### config.mk
export PLATFORM = sky130hd
export DESIGN_NAME = bas_burst_address_sequencer
export DESIGN_NICKNAME = d
export VERILOG_FILES = /design/src/bas_pkg.sv /design/src/bas_stream_if.sv /design/src/bas_burst_address_sequencer.sv /design/src/bas_fifo.sv
export VERILOG_INCLUDE_DIRS = /design/src
export SDC_FILE = /design/constraint.sdc
export NUM_CORES = 1
export LEC_CHECK = 0
export BUFFER_PORTS_ARGS = -buffer_cell sky130_fd_sc_hd__buf_4
export CORE_ASPECT_RATIO = 0.75
export CORE_MARGIN = 2
export CORE_UTILIZATION = 45
export CTS_BUF_LIST = sky130_fd_sc_hd__clkbuf_16
export CTS_CLUSTER_SIZE = 25
export DETAILED_ROUTE_END_ITERATION = 10
export GPL_ROUTABILITY_DRIVEN = 0
export PLACE_DENSITY = 0.75
export SYNTH_ARGS = -nofsm -noshare
export SYNTH_HDL_FRONTEND = slang
export SYNTH_SLANG_ARGS = --single-unit
export TNS_END_PERCENT = 100
### constraint.sdc
create_clock -name clk_in -period 4.16 [get_ports clk_in]
set_input_delay 0.624 -clock clk_in [delete_from_list [all_inputs] [get_ports clk_in]]
set_output_delay 0.624 -clock clk_in [all_outputs]
set_load 0.01 [all_outputs]
### src/bas_defs.svh
// Constants of the burst address sequencer: field positions, codes and sizes.
//
// Summary of operation
// - Burst-type bit one: linear increment, no wrap.
// - Sixteen-byte wrap: eight words, wrap inside group.
// - Thirty-two-byte wrap: sixteen words cycled in group.
// - Sixty-four-byte wrap: thirty-two words, 1F back to 00.
// - 128-byte wrap: sixty-four words, 3F back to 00.
// - 128-byte hybrid: after one pass continue linearly.
// - 64-byte hybrid: after pass continue at word 20.
// - 16-byte hybrid: after pass continue at word 08.
// - Length code 00=128,01=64,10=16,11=32 bytes.
// - Config bit 2 zero selects hybrid wrapped ordering.
// - Linear continuation runs until chip select rises.
`ifndef BAS_DEFS_SVH
`define BAS_DEFS_SVH

`define BAS_CA_WIDTH        48
`define BAS_CA_TYPE_BIT     45
`define BAS_CFG_WIDTH       16
`define BAS_CFG_BL_MSB      1
`define BAS_CFG_BL_LSB      0
`define BAS_CFG_HYB_BIT     2
`define BAS_BL_128          2'h0
`define BAS_BL_64           2'h1
`define BAS_BL_16           2'h2
`define BAS_BL_32           2'h3
`define BAS_MASK_128        6'h3F
`define BAS_MASK_64         6'h1F
`define BAS_MASK_32         6'h0F
`define BAS_MASK_16         6'h07
`define BAS_FIFO_DEPTH      16
`define BAS_ADDR_WIDTH      32

`endif

### src/bas_pkg.sv
// Types shared by the burst address sequencer modules.
package bas_pkg;

    typedef enum logic [0:0] {
        BAS_IDLE,
        BAS_BURST
    } bas_state_e;

    typedef logic [5:0] bas_mask_t;

endpackage : bas_pkg

### src/bas_stream_if.sv
// Valid/ready word stream between the sequencer and its FIFO.
interface bas_stream_if #(
    parameter int W = 32
);
    logic         valid;
    logic         ready;
    logic [W-1:0] data;

    modport src (output valid, output data, input ready);
    modport snk (input valid, input data, output ready);
endinterface : bas_stream_if

### src/bas_burst_address_sequencer.sv
// Burst word-address sequencer: linear, wrapped and hybrid word orders.
`include "bas_defs.svh"

module bas_burst_address_sequencer import bas_pkg::*; #(
    parameter int ADDR_W     = `BAS_ADDR_WIDTH,
    parameter int FIFO_DEPTH = `BAS_FIFO_DEPTH
) (
    input  wire logic                      clk_in,
    input  wire logic                      sys_rst_in,
    input  wire logic                      cs_n_in,
    input  wire logic                      cmd_valid_in,
    input  wire logic [`BAS_CA_WIDTH-1:0]  command_address_word_in,
    input  wire logic [ADDR_W-1:0]         cmd_start_addr_in,
    input  wire logic [`BAS_CFG_WIDTH-1:0] cfg_reg_zero_in,
    input  wire logic                      byte_valid_in,
    output logic                           byte_ready_out,
    output logic                           word_addr_valid_out,
    output logic [ADDR_W-1:0]              word_addr_out,
    input  wire logic                      word_addr_ready_in,
    output logic                           burst_active_out
);
    // Elaboration-time check: the group base and the pass counter need eight address bits.
    if (ADDR_W < 8) begin : g_bad_addr_w
        $error("bas_burst_address_sequencer: ADDR_W must be at least 8.");
    end

    // ------------------------------------------------------------------
    // Chip select synchroniser
    // ------------------------------------------------------------------
    logic cs_n_meta_q, cs_n_sync_q;

    always_ff @(posedge clk_in) begin
        if (sys_rst_in) begin
            cs_n_meta_q <= 1'b1;
            cs_n_sync_q <= 1'b1;
        end else begin
            cs_n_meta_q <= cs_n_in;
            cs_n_sync_q <= cs_n_meta_q;
        end
    end

    // ------------------------------------------------------------------
    // Group mask from the burst length code
    // ------------------------------------------------------------------
    function automatic bas_mask_t bas_mask_of(input logic [1:0] code);
        bas_mask_t m;
        m = `BAS_MASK_32;
        unique case (code)
            `BAS_BL_128: m = `BAS_MASK_128;
            `BAS_BL_64:  m = `BAS_MASK_64;
            `BAS_BL_16:  m = `BAS_MASK_16;
            `BAS_BL_32:  m = `BAS_MASK_32;
        endcase
        return m;
    endfunction : bas_mask_of

    // ------------------------------------------------------------------
    // Sequencer state
    // ------------------------------------------------------------------
    bas_stream_if #(.W(ADDR_W)) seq_if ();
    bas_stream_if #(.W(ADDR_W)) out_if ();

    bas_state_e         state_q, state_d;
    logic [ADDR_W-1:0]  addr_q, addr_d;
    logic [ADDR_W-1:0]  base_q, base_d;
    logic [ADDR_W-1:0]  mask_q, mask_d;
    logic [5:0]         count_q, count_d;
    logic               linear_q, linear_d;
    logic               hybrid_q, hybrid_d;
    logic               phase_q, phase_d;
    logic               word_done;
    logic [ADDR_W-1:0]  addr_inc;
    logic [ADDR_W-1:0]  wrap_next;

    // A byte that arrives after chip select has been seen high must not push an address.
    assign word_done    = (state_q == BAS_BURST) && !cs_n_sync_q && byte_valid_in
                          && seq_if.ready && phase_q;
    assign seq_if.valid = word_done;
    assign seq_if.data  = addr_q;
    assign addr_inc     = addr_q + 1'b1;
    assign wrap_next    = (addr_q & ~mask_q) | (addr_inc & mask_q);

    always_comb begin
        state_d  = state_q;
        addr_d   = addr_q;
        base_d   = base_q;
        mask_d   = mask_q;
        count_d  = count_q;
        linear_d = linear_q;
        hybrid_d = hybrid_q;
        phase_d  = phase_q;
        unique case (state_q)
            BAS_IDLE: begin
                // The command is only honoured while the device is selected.
                if (cmd_valid_in && !cs_n_sync_q) begin
                    state_d  = BAS_BURST;
                    addr_d   = cmd_start_addr_in;
                    mask_d   = ADDR_W'(bas_mask_of(
                        cfg_reg_zero_in[`BAS_CFG_BL_MSB:`BAS_CFG_BL_LSB]));
                    base_d   = cmd_start_addr_in & ~ADDR_W'(bas_mask_of(
                        cfg_reg_zero_in[`BAS_CFG_BL_MSB:`BAS_CFG_BL_LSB]));
                    linear_d = command_address_word_in[`BAS_CA_TYPE_BIT];
                    hybrid_d = !cfg_reg_zero_in[`BAS_CFG_HYB_BIT];
                    count_d  = '0;
                    phase_d  = 1'b0;
                end
            end
            BAS_BURST: begin
                if (cs_n_sync_q) begin
                    state_d = BAS_IDLE;
                end else if (byte_valid_in && seq_if.ready) begin
                    phase_d = !phase_q;
                    if (phase_q) begin
                        count_d = count_q + 1'b1;
                        if (linear_q) begin
                            addr_d = addr_inc;
                        end else if (hybrid_q && count_q == mask_q[5:0]) begin
                            // Pass done: first word past the group, then linear.
                            addr_d   = base_q + mask_q + 1'b1;
                            linear_d = 1'b1;
                        end else begin
                            addr_d = wrap_next;
                        end
                    end
                end
            end
        endcase
    end

    always_ff @(posedge clk_in) begin
        if (sys_rst_in) begin
            state_q  <= BAS_IDLE;
            addr_q   <= '0;
            base_q   <= '0;
            mask_q   <= '0;
            count_q  <= '0;
            linear_q <= 1'b0;
            hybrid_q <= 1'b0;
            phase_q  <= 1'b0;
        end else begin
            state_q  <= state_d;
            addr_q   <= addr_d;
            base_q   <= base_d;
            mask_q   <= mask_d;
            count_q  <= count_d;
            linear_q <= linear_d;
            hybrid_q <= hybrid_d;
            phase_q  <= phase_d;
        end
    end

    // ------------------------------------------------------------------
    // Address FIFO and registered output stage
    // ------------------------------------------------------------------
    // The FIFO absorbs consumer stalls; when it fills, byte_ready_out drops
    // and the byte source must hold its data.
    bas_fifo #(
        .W     (ADDR_W),
        .DEPTH (FIFO_DEPTH)
    ) u_fifo (
        .clk_in     (clk_in),
        .sys_rst_in (sys_rst_in),
        .wr         (seq_if.snk),
        .rd         (out_if.src)
    );

    logic              out_valid_q, out_valid_d;
    logic [ADDR_W-1:0] out_data_q, out_data_d;
    logic              active_q, active_d;

    assign out_if.ready = !out_valid_q || word_addr_ready_in;

    always_comb begin
        out_valid_d = out_valid_q;
        out_data_d  = out_data_q;
        if (out_if.ready) begin
            out_valid_d = out_if.valid;
            out_data_d  = out_if.valid ? out_if.data : out_data_q;
        end
        active_d = (state_d == BAS_BURST);
    end

    always_ff @(posedge clk_in) begin
        if (sys_rst_in) begin
            out_valid_q <= 1'b0;
            out_data_q  <= '0;
            active_q    <= 1'b0;
        end else begin
            out_valid_q <= out_valid_d;
            out_data_q  <= out_data_d;
            active_q    <= active_d;
        end
    end

    assign byte_ready_out      = seq_if.ready;
    assign word_addr_valid_out = out_valid_q;
    assign word_addr_out       = out_data_q;
    assign burst_active_out    = active_q;

endmodule : bas_burst_address_sequencer

### src/bas_fifo.sv
// Flip-flop FIFO with valid/ready on both sides and a registered not-full flag.
module bas_fifo import bas_pkg::*; #(
    parameter int W     = 32,
    parameter int DEPTH = 16
) (
    input  wire logic   clk_in,
    input  wire logic   sys_rst_in,
    bas_stream_if.snk   wr,
    bas_stream_if.src   rd
);
    localparam int PW = $clog2(DEPTH);

    // Elaboration-time check: the pointers wrap naturally only for a power-of-two depth.
    if (DEPTH < 2 || (1 << PW) != DEPTH) begin : g_bad_depth
        $error("bas_fifo: DEPTH must be a power of two of at least 2.");
    end

    logic [W-1:0]  mem_q [DEPTH];
    logic [PW-1:0] wr_ptr_q, wr_ptr_d;
    logic [PW-1:0] rd_ptr_q, rd_ptr_d;
    logic [PW:0]   count_q, count_d;
    logic          not_full_q, not_full_d;
    logic          push, pop;

    assign push     = wr.valid && not_full_q;
    assign pop      = rd.ready && (count_q != '0);
    assign wr.ready = not_full_q;
    assign rd.valid = (count_q != '0);
    assign rd.data  = mem_q[rd_ptr_q];

    always_comb begin
        wr_ptr_d   = push ? wr_ptr_q + 1'b1 : wr_ptr_q;
        rd_ptr_d   = pop ? rd_ptr_q + 1'b1 : rd_ptr_q;
        count_d    = count_q + {{PW{1'b0}}, push} - {{PW{1'b0}}, pop};
        not_full_d = (count_d != (PW + 1)'(DEPTH));
    end

    always_ff @(posedge clk_in) begin
        if (sys_rst_in) begin
            wr_ptr_q   <= '0;
            rd_ptr_q   <= '0;
            count_q    <= '0;
            not_full_q <= 1'b1;
        end else begin
            wr_ptr_q   <= wr_ptr_d;
            rd_ptr_q   <= rd_ptr_d;
            count_q    <= count_d;
            not_full_q <= not_full_d;
        end
    end

    always_ff @(posedge clk_in) begin
        if (push) begin
            mem_q[wr_ptr_q] <= wr.data;
        end
    end

endmodule : bas_fifo

==> run metrics, run 1 <==
initial antenna violation count 0; crit path time final 2970 ps; Fin Setup TNS 0 ps; met1 Usage GRT 0.290; First DRT Iteration DRCs 1828; Setup crit start kind flip-flop; post-DR vias/cell 6.09; Post-synth ARST share 0; Critical R2R Launch u_fifo.count_q[2]$_SDFF_PP0_; status finished clean; Period Utilization, post-route 0.714; final setup fails 0; grt ovf 0; Slew HR 0.373; Mapped Cells 1549; # IOs 137; EDFF count, synth 512; Final Skew 18.8 ps; hold buffers post-CTS 0; top cells by count, synth edfxtp_1 (512), nand2_1 (163), mux4_2 (160), dfxtp_1 (124), a21oi_1 (83); Hold EP hybrid_q$_SDFFE_PP0P_; Mapped Nets 1670; worst reg2reg path depth 16; met3 usage 0.0362; # fillers 4359; synthesis-to-finish area growth 13.5%; Port Buffers 76; largest net degree at the start of global routing 76; Crit Path Class flip-flop to flip-flop; Initial Utilization 0.458; Leakage 9.64 nW; Die X 280 µm; Core ar. 0.0562 mm²; Cell Area, Synth 0.0257 mm²; clock slew at reported path FFs 70 ps; Die H 211 µm; number of post-CTS setup repair buffers 0; RR Endpoint u_fifo.wr.ready$_SDFF_PP1_; Fin. Hold Viols 0; CTS Buf Count 54; Warnings, synthesis 0; H-Tree Depth 2; via count 14700; GR met2 Demand/Resource 0.320; Post-synth top flop edfxtp_1; PwrDens 522 mW/mm²; post-synth top area share 0.597; Die ar. 0.0592 mm²; R2R Setup Slk 1190 ps; HP Class input port to flip-flop; #FFs+latches synth 636; largest area contributor in the synthesized netlist edfxtp_1; worst path arrival time 3420 ps; clk sink count 636; RSZ-0062 raised after global routing no; drt drc 0; largest fanout on the critical path 2; post-route ant nets 0; Post-Route WL 59.4 mm; Worst VDD drop 0.440 mV; average cell area after synthesis 16.6 µm²; vias in the first global route 14600; cell row count 75; later-pin clock latency in the skew report 590 ps; Worst Tran Pin Value 940 ps; first-pass GRT wire length 89.3 mm; CTS resizes 0; FMAX 337 MHz; gr usage total 0.201; min-delay src cfg_reg_zero_in[2]; length of the first detailed-routing pass in iterations 6; Max-Cap Viols 0; layout cells sized above 1 0.236; deepest clock path buffer count 3; GRT busiest layer met2; top post-synthesis cells by area edfxtp_1 (60%), mux4_2 (14%), dfxtp_1 (9.6%); Seq/Total Area, Yosys 0.694; Diodes inserted 0; nets 1758; WP data required 4610 ps; endpoint type of the worst setup path flip-flop; post-DP HPWL 35.2 mm; fin util 0.520; fin. max-slew vios 0; Hold Path Depth 2; post-synth cell types 66; CTS Root Cell clkbuf_16; CTS tree built; post-detailed-route wirelength per cell 24.6 µm; most common cell in the synthesized netlist edfxtp_1
==> where the power goes <==
part	internal, mW	switching (mW)
Clock	2.84	2.21
Sequential	7.01	0.318
Combinational	1.51	1.36
==> layout by cell type (no fill, tap or decap), types with 7 or more instances in the layout <==
| master | instances |
|---|---|
| nor4_1 | 12 |
| a21oi_1 | 83 |
| nand4_1 | 20 |
| o22ai_1 | 7 |
| a22oi_1 | 10 |
| dfxtp_1 | 120 |
| nor2_1 | 54 |
| nand3_1 | 30 |
| a221oi_1 | 11 |
| o21ai_0 | 17 |
| nand2_1 | 163 |
| xor2_1 | 36 |
| o41ai_1 | 8 |
| and4_1 | 7 |
| mux4_2 | 160 |
| ha_1 | 17 |
| edfxtp_1 | 512 |
| inv_1 | 35 |
| clkbuf_16 | 57 |
| buf_4 | 115 |
| buf_12 | 7 |
| a21o_1 | 7 |
| xnor2_1 | 32 |
| clkinv_1 | 10 |
| a211oi_1 | 8 |
| nor3_1 | 15 |
| nor2_4 | 12 |
| o211ai_1 | 8 |
==> worst max path at each step <==
stage	startpoint	end	slack, ps	cells after the start
6_report	u_fifo.count_q[2]$_SDFF_PP0_	u_fifo.wr.ready$_SDFF_PP1_	1190	16
5_1_grt	u_fifo.count_q[2]$_SDFF_PP0_	u_fifo.wr.ready$_SDFF_PP1_	880	16
2_1_floorplan	byte_valid_in	u_fifo.mem_q[3][0]$_DFFE_PP_	100	5
3_5_place_dp	byte_valid_in	u_fifo.mem_q[5][26]$_DFFE_PP_	1070	7
3_3_place_gp	byte_valid_in	u_fifo.mem_q[4][25]$_DFFE_PP_	1120	7
4_1_cts	u_fifo.count_q[2]$_SDFF_PP0_	u_fifo.wr.ready$_SDFF_PP1_	1140	16
==> stage by stage <==
stage	cell area [µm²]	total power [mW]	hold WS (ps)	worst slack, ps	instances
2_1_floorplan	25800	9.40	389	95.5	1549
3_3_place_gp	27400	10.3	398	1120	2312
3_5_place_dp	27400	10.4	405	1070	2312
4_1_cts	29200	15.4	178	1140	2414
5_1_grt	29200	15.9	204	875	2414
6_report	29200	15.3	208	1190	2414
==> per-layer routing <==
metal	vias up	wire length, µm	part of all wire
met5	-	0	0
met1	7623	24900	0.42
met2	695	28500	0.48
met3	88	4850	0.082
met4	0	1150	0.019
li1	6286	-	-
==> cells by family (layout without fill, tap and decap cells) <==
group,Yosys count,count (layout),synth area share
flip-flops,636,636,0.694
AND/OR/NAND/NOR,362,362,0.0667
AO/OA/AOI/OAI,195,195,0.0492
multiplexers,162,162,0.141
buffers and inverters,107,241,0.0166
XOR/XNOR,68,68,0.0231
adder cells (fa/ha/maj),19,19,0.00982
==> state kept, by name (all words and copies together), names as in the netlist, 4 cells and up, named ones only <==
| name | cells |
|---|---|
| u_fifo.mem_q | 512 |
| word_addr_out | 32 |
| addr_q | 29 |
| base_q | 29 |
| count_q | 6 |
| u_fifo.count_q | 5 |
| mask_q | 4 |
| u_fifo.rd_ptr_q | 4 |
| u_fifo.wr_ptr_q | 4 |
==> cell type report <==
type                    instances  area, µm²  area share
clock inverters                45        348      0.0119
well taps                     731        915      0.0313
inverters                      17       63.8     0.00218
repair buffers                122       1000      0.0343
flip-flops and latches        636      17900       0.611
multi-input cells             806       7600       0.260
clock buffers                  57       1430      0.0488
==> critical path, cell delays in order (launching register included) <==
cell      delay [ps]
dfxtp_1          310
inv_1             80
ha_1             140
nor4b_1          340
nand2b_2         210
inv_2             40
ha_1             290
inv_1             50
ha_1             190
inv_1             70
fa_1             190
inv_1             50
a21oi_1          170
nor2_1            70
or3_1            350
a21oi_1          190
nand4_1          110
Note: power is estimated with default switching activity, not from simulation.
==> inputs of run 2 (changes only) <==
Settings changed: PLACE_DENSITY 0.75 to 0.73.
Clock period 4.16 ns to 3 ns, I/O delays scaled along.
==> run 2 against run 1 <==
Count of clock-buffer cells in the layout grew 1. Critical endpoint unchanged. Sequential share of layout area shrank 1.1 points. Maximum frequency grew 5.4%. Via count grew 0.47%. Combinational power grew 51%. Cell area grew 1.8%. Register-to-register slack lost 1000 ps. Sequential power grew 36%. Largest power group unchanged. First-iteration DRC count shrank 6.9%. Global-route usage grew 0.47 points. Clock skew grew 3.7 ps.
==> run metrics, run 2 (same netlist as run 1, synthesis figures left out) <==
status finished clean; commonest cells after routing, fill and taps aside edfxtp_1 (512), nand2_1 (163), mux4_2 (160); Core ar. 0.0562 mm² (unchanged); PwrDens 719 mW/mm² (+38%); RSZ-0062 raised after global routing no; Setup crit start kind flip-flop; largest reg by FF count u_fifo.mem_q; Slew HR 0.523 (+0.149); drt drc 0 (unchanged); first-pass GRT wire length 90.9 mm (+1.8%); max reg flops 512 (unchanged); internal power 15.7 mW (+39%); deepest clock path buffer count 3 (unchanged); Period Utilization, post-route 0.940 (+0.226); Clock Power Share 0.330 (about the same); Fin. Hold Viols 0 (unchanged); crit path to u_fifo.wr.ready$_SDFF_PP1_; Die H 211 µm (unchanged); HP Class input port to flip-flop; pre-CTS setup slack -20.8 ps (-1090 ps); CTS Buf Count 56 (+3.7%); Comb pwr share 0.202 (+0.014); R2R Setup Slk 180 ps (-1010 ps); clock slew at reported path FFs 70 ps (about the same); Crit Path Class flip-flop to flip-flop; # IOs 137 (unchanged); worst path arrival time 3290 ps (-130 ps); Sw Share 0.263 (+0.00838); Port Buffers 76 (unchanged); CTS Root Cell clkbuf_16; Final Skew 22.5 ps (+3.68 ps); WP data required 3470 ps (-1140 ps); layout cells sized above 1 0.263 (+0.0266); Critical R2R Launch u_fifo.count_q[2]$_SDFF_PP0_; largest net degree at the start of global routing 42 (-45%); Hold Path Depth 2 (unchanged); clk sink count 636 (unchanged); post-detailed-route wirelength per cell 24.6 µm (about the same); most common cell after layout, fill and taps aside edfxtp_1; cell row count 75 (unchanged); H-Tree Depth 2 (unchanged); later-pin clock latency in the skew report 610 ps (+20 ps); Initial Utilization 0.458 (unchanged); fin util 0.529 (+0.00919); grt ovf 0 (unchanged); nets 1807 (+2.8%); largest fanout on the critical path 2 (unchanged); net switching power 5.63 mW (+45%); area of the multi-input gates 0.00762 mm² (+0.33%); CTS tree built; Sequential Power Share 0.467 (-0.013); RR Endpoint u_fifo.wr.ready$_SDFF_PP1_; synthesis-to-finish area growth 15.5%; total power 21.4 mW (+40%); post-DR vias/cell 5.99 (-1.6%); FMAX 355 MHz (+5.4%); post-route ant nets 0 (unchanged); Fin Setup TNS 0 ps (unchanged); Die X 280 µm (unchanged); Leakage 9.88 nW (+2.4%); First DRT Iteration DRCs 1701 (-6.9%); initial antenna violation count 0 (unchanged); endpoint type of the worst setup path flip-flop; fin. max-slew vios 0 (unchanged); vias in the first global route 14700 (+1.2%); Diodes inserted 0 (unchanged); final setup margin 180 ps (-1010 ps); # fillers 4356 (-0.069%); Post-Route WL 60.7 mm (+2.1%); crit path time final 2820 ps (-152 ps); Worst Tran Pin Value 713 ps (-227 ps); final setup fails 0 (unchanged); register area 0.0179 mm² (unchanged); Max-Cap Viols 0 (unchanged); length of the first detailed-routing pass in iterations 6 (unchanged); gr usage total 0.206 (+0.00470); worst reg2reg path depth 16 (unchanged); Die ar. 0.0592 mm² (unchanged); post-DP HPWL 37.2 mm (+5.7%); via count 14800 (+0.47%); Worst VDD drop 0.450 mV (+2.2%); Critical path origin u_fifo.count_q[2]$_SDFF_PP0_
run 2: worst min-delay path by stage:
stage                                      start                     end  slack [ps]
final                         cfg_reg_zero_in[1]  mask_q[4]$_SDFFE_PP0P_          50
after global routing          cfg_reg_zero_in[1]  mask_q[4]$_SDFFE_PP0P_          60
after CTS                     cfg_reg_zero_in[1]  mask_q[4]$_SDFFE_PP0P_          30
after detailed placement  cs_n_meta_q$_SDFF_PP1_  cs_n_sync_q$_SDFF_PP1_         400
after global placement    cs_n_meta_q$_SDFF_PP1_  cs_n_sync_q$_SDFF_PP1_         400
after floorplan           cs_n_meta_q$_SDFF_PP1_  cs_n_sync_q$_SDFF_PP1_         390
run 2: metrics by stage:
| stage | instances | hold WS, ps | instance area [µm²] |
|---|---|---|---|
| global route | 2464 | 55.4 | 29700 |
| finish | 2464 | 54.6 | 29700 |
| CTS | 2464 | 31.9 | 29700 |
| floorplan | 1549 | 389 | 25800 |
| detailed placement | 2357 | 400 | 27900 |
| global placement | 2357 | 396 | 27900 |
run 2: cell type report:
cell class	instances	area share
sequential	636	0.601
multi-input combinational	806	0.256
timing repair buffer	169	0.0496
clock buffer	58	0.0488
tap	731	0.0308
clock inverter	47	0.0116
inverter	17	0.00215
run 2: metal layers:
metal / track usage / wire length (µm)
met1: 0.300 / 26100
met2: 0.319 / 28200
met3: 0.0411 / 5180
met4: 0.0513 / 1200
met5: 0 / 0
run 2: worst max-delay path, stage by stage (launching register included):
cell,delay [ps]
dfxtp_1,320
inv_1,90
ha_1,150
nor4b_4,210
nand2b_2,180
inv_2,40
ha_1,270
inv_1,40
ha_1,180
inv_1,80
fa_1,200
inv_1,50
a21oi_1,140
nor2_1,60
or3_1,380
a21oi_2,170
nand4_1,120
run 2: repair_timing:
action	CTS	global route
gates resized for setup	1	2
hold buffers	2	0
hold endpoints to repair	2	0
gates cloned	0	0
endpoints found under the setup margin	1	1
buffers inserted	0	0
run 2: power by group through the flow:
stage | clock [mW] | sequential, mW | combinational, mW
after detailed placement | 0 | 10.2 | 4.35
after CTS | 7.16 | 9.99 | 4.38
after global placement | 0 | 10.2 | 4.26
after global routing | 7.49 | 10.0 | 4.66
final | 7.06 | 9.99 | 4.32
after floorplan | 0 | 10.2 | 2.88
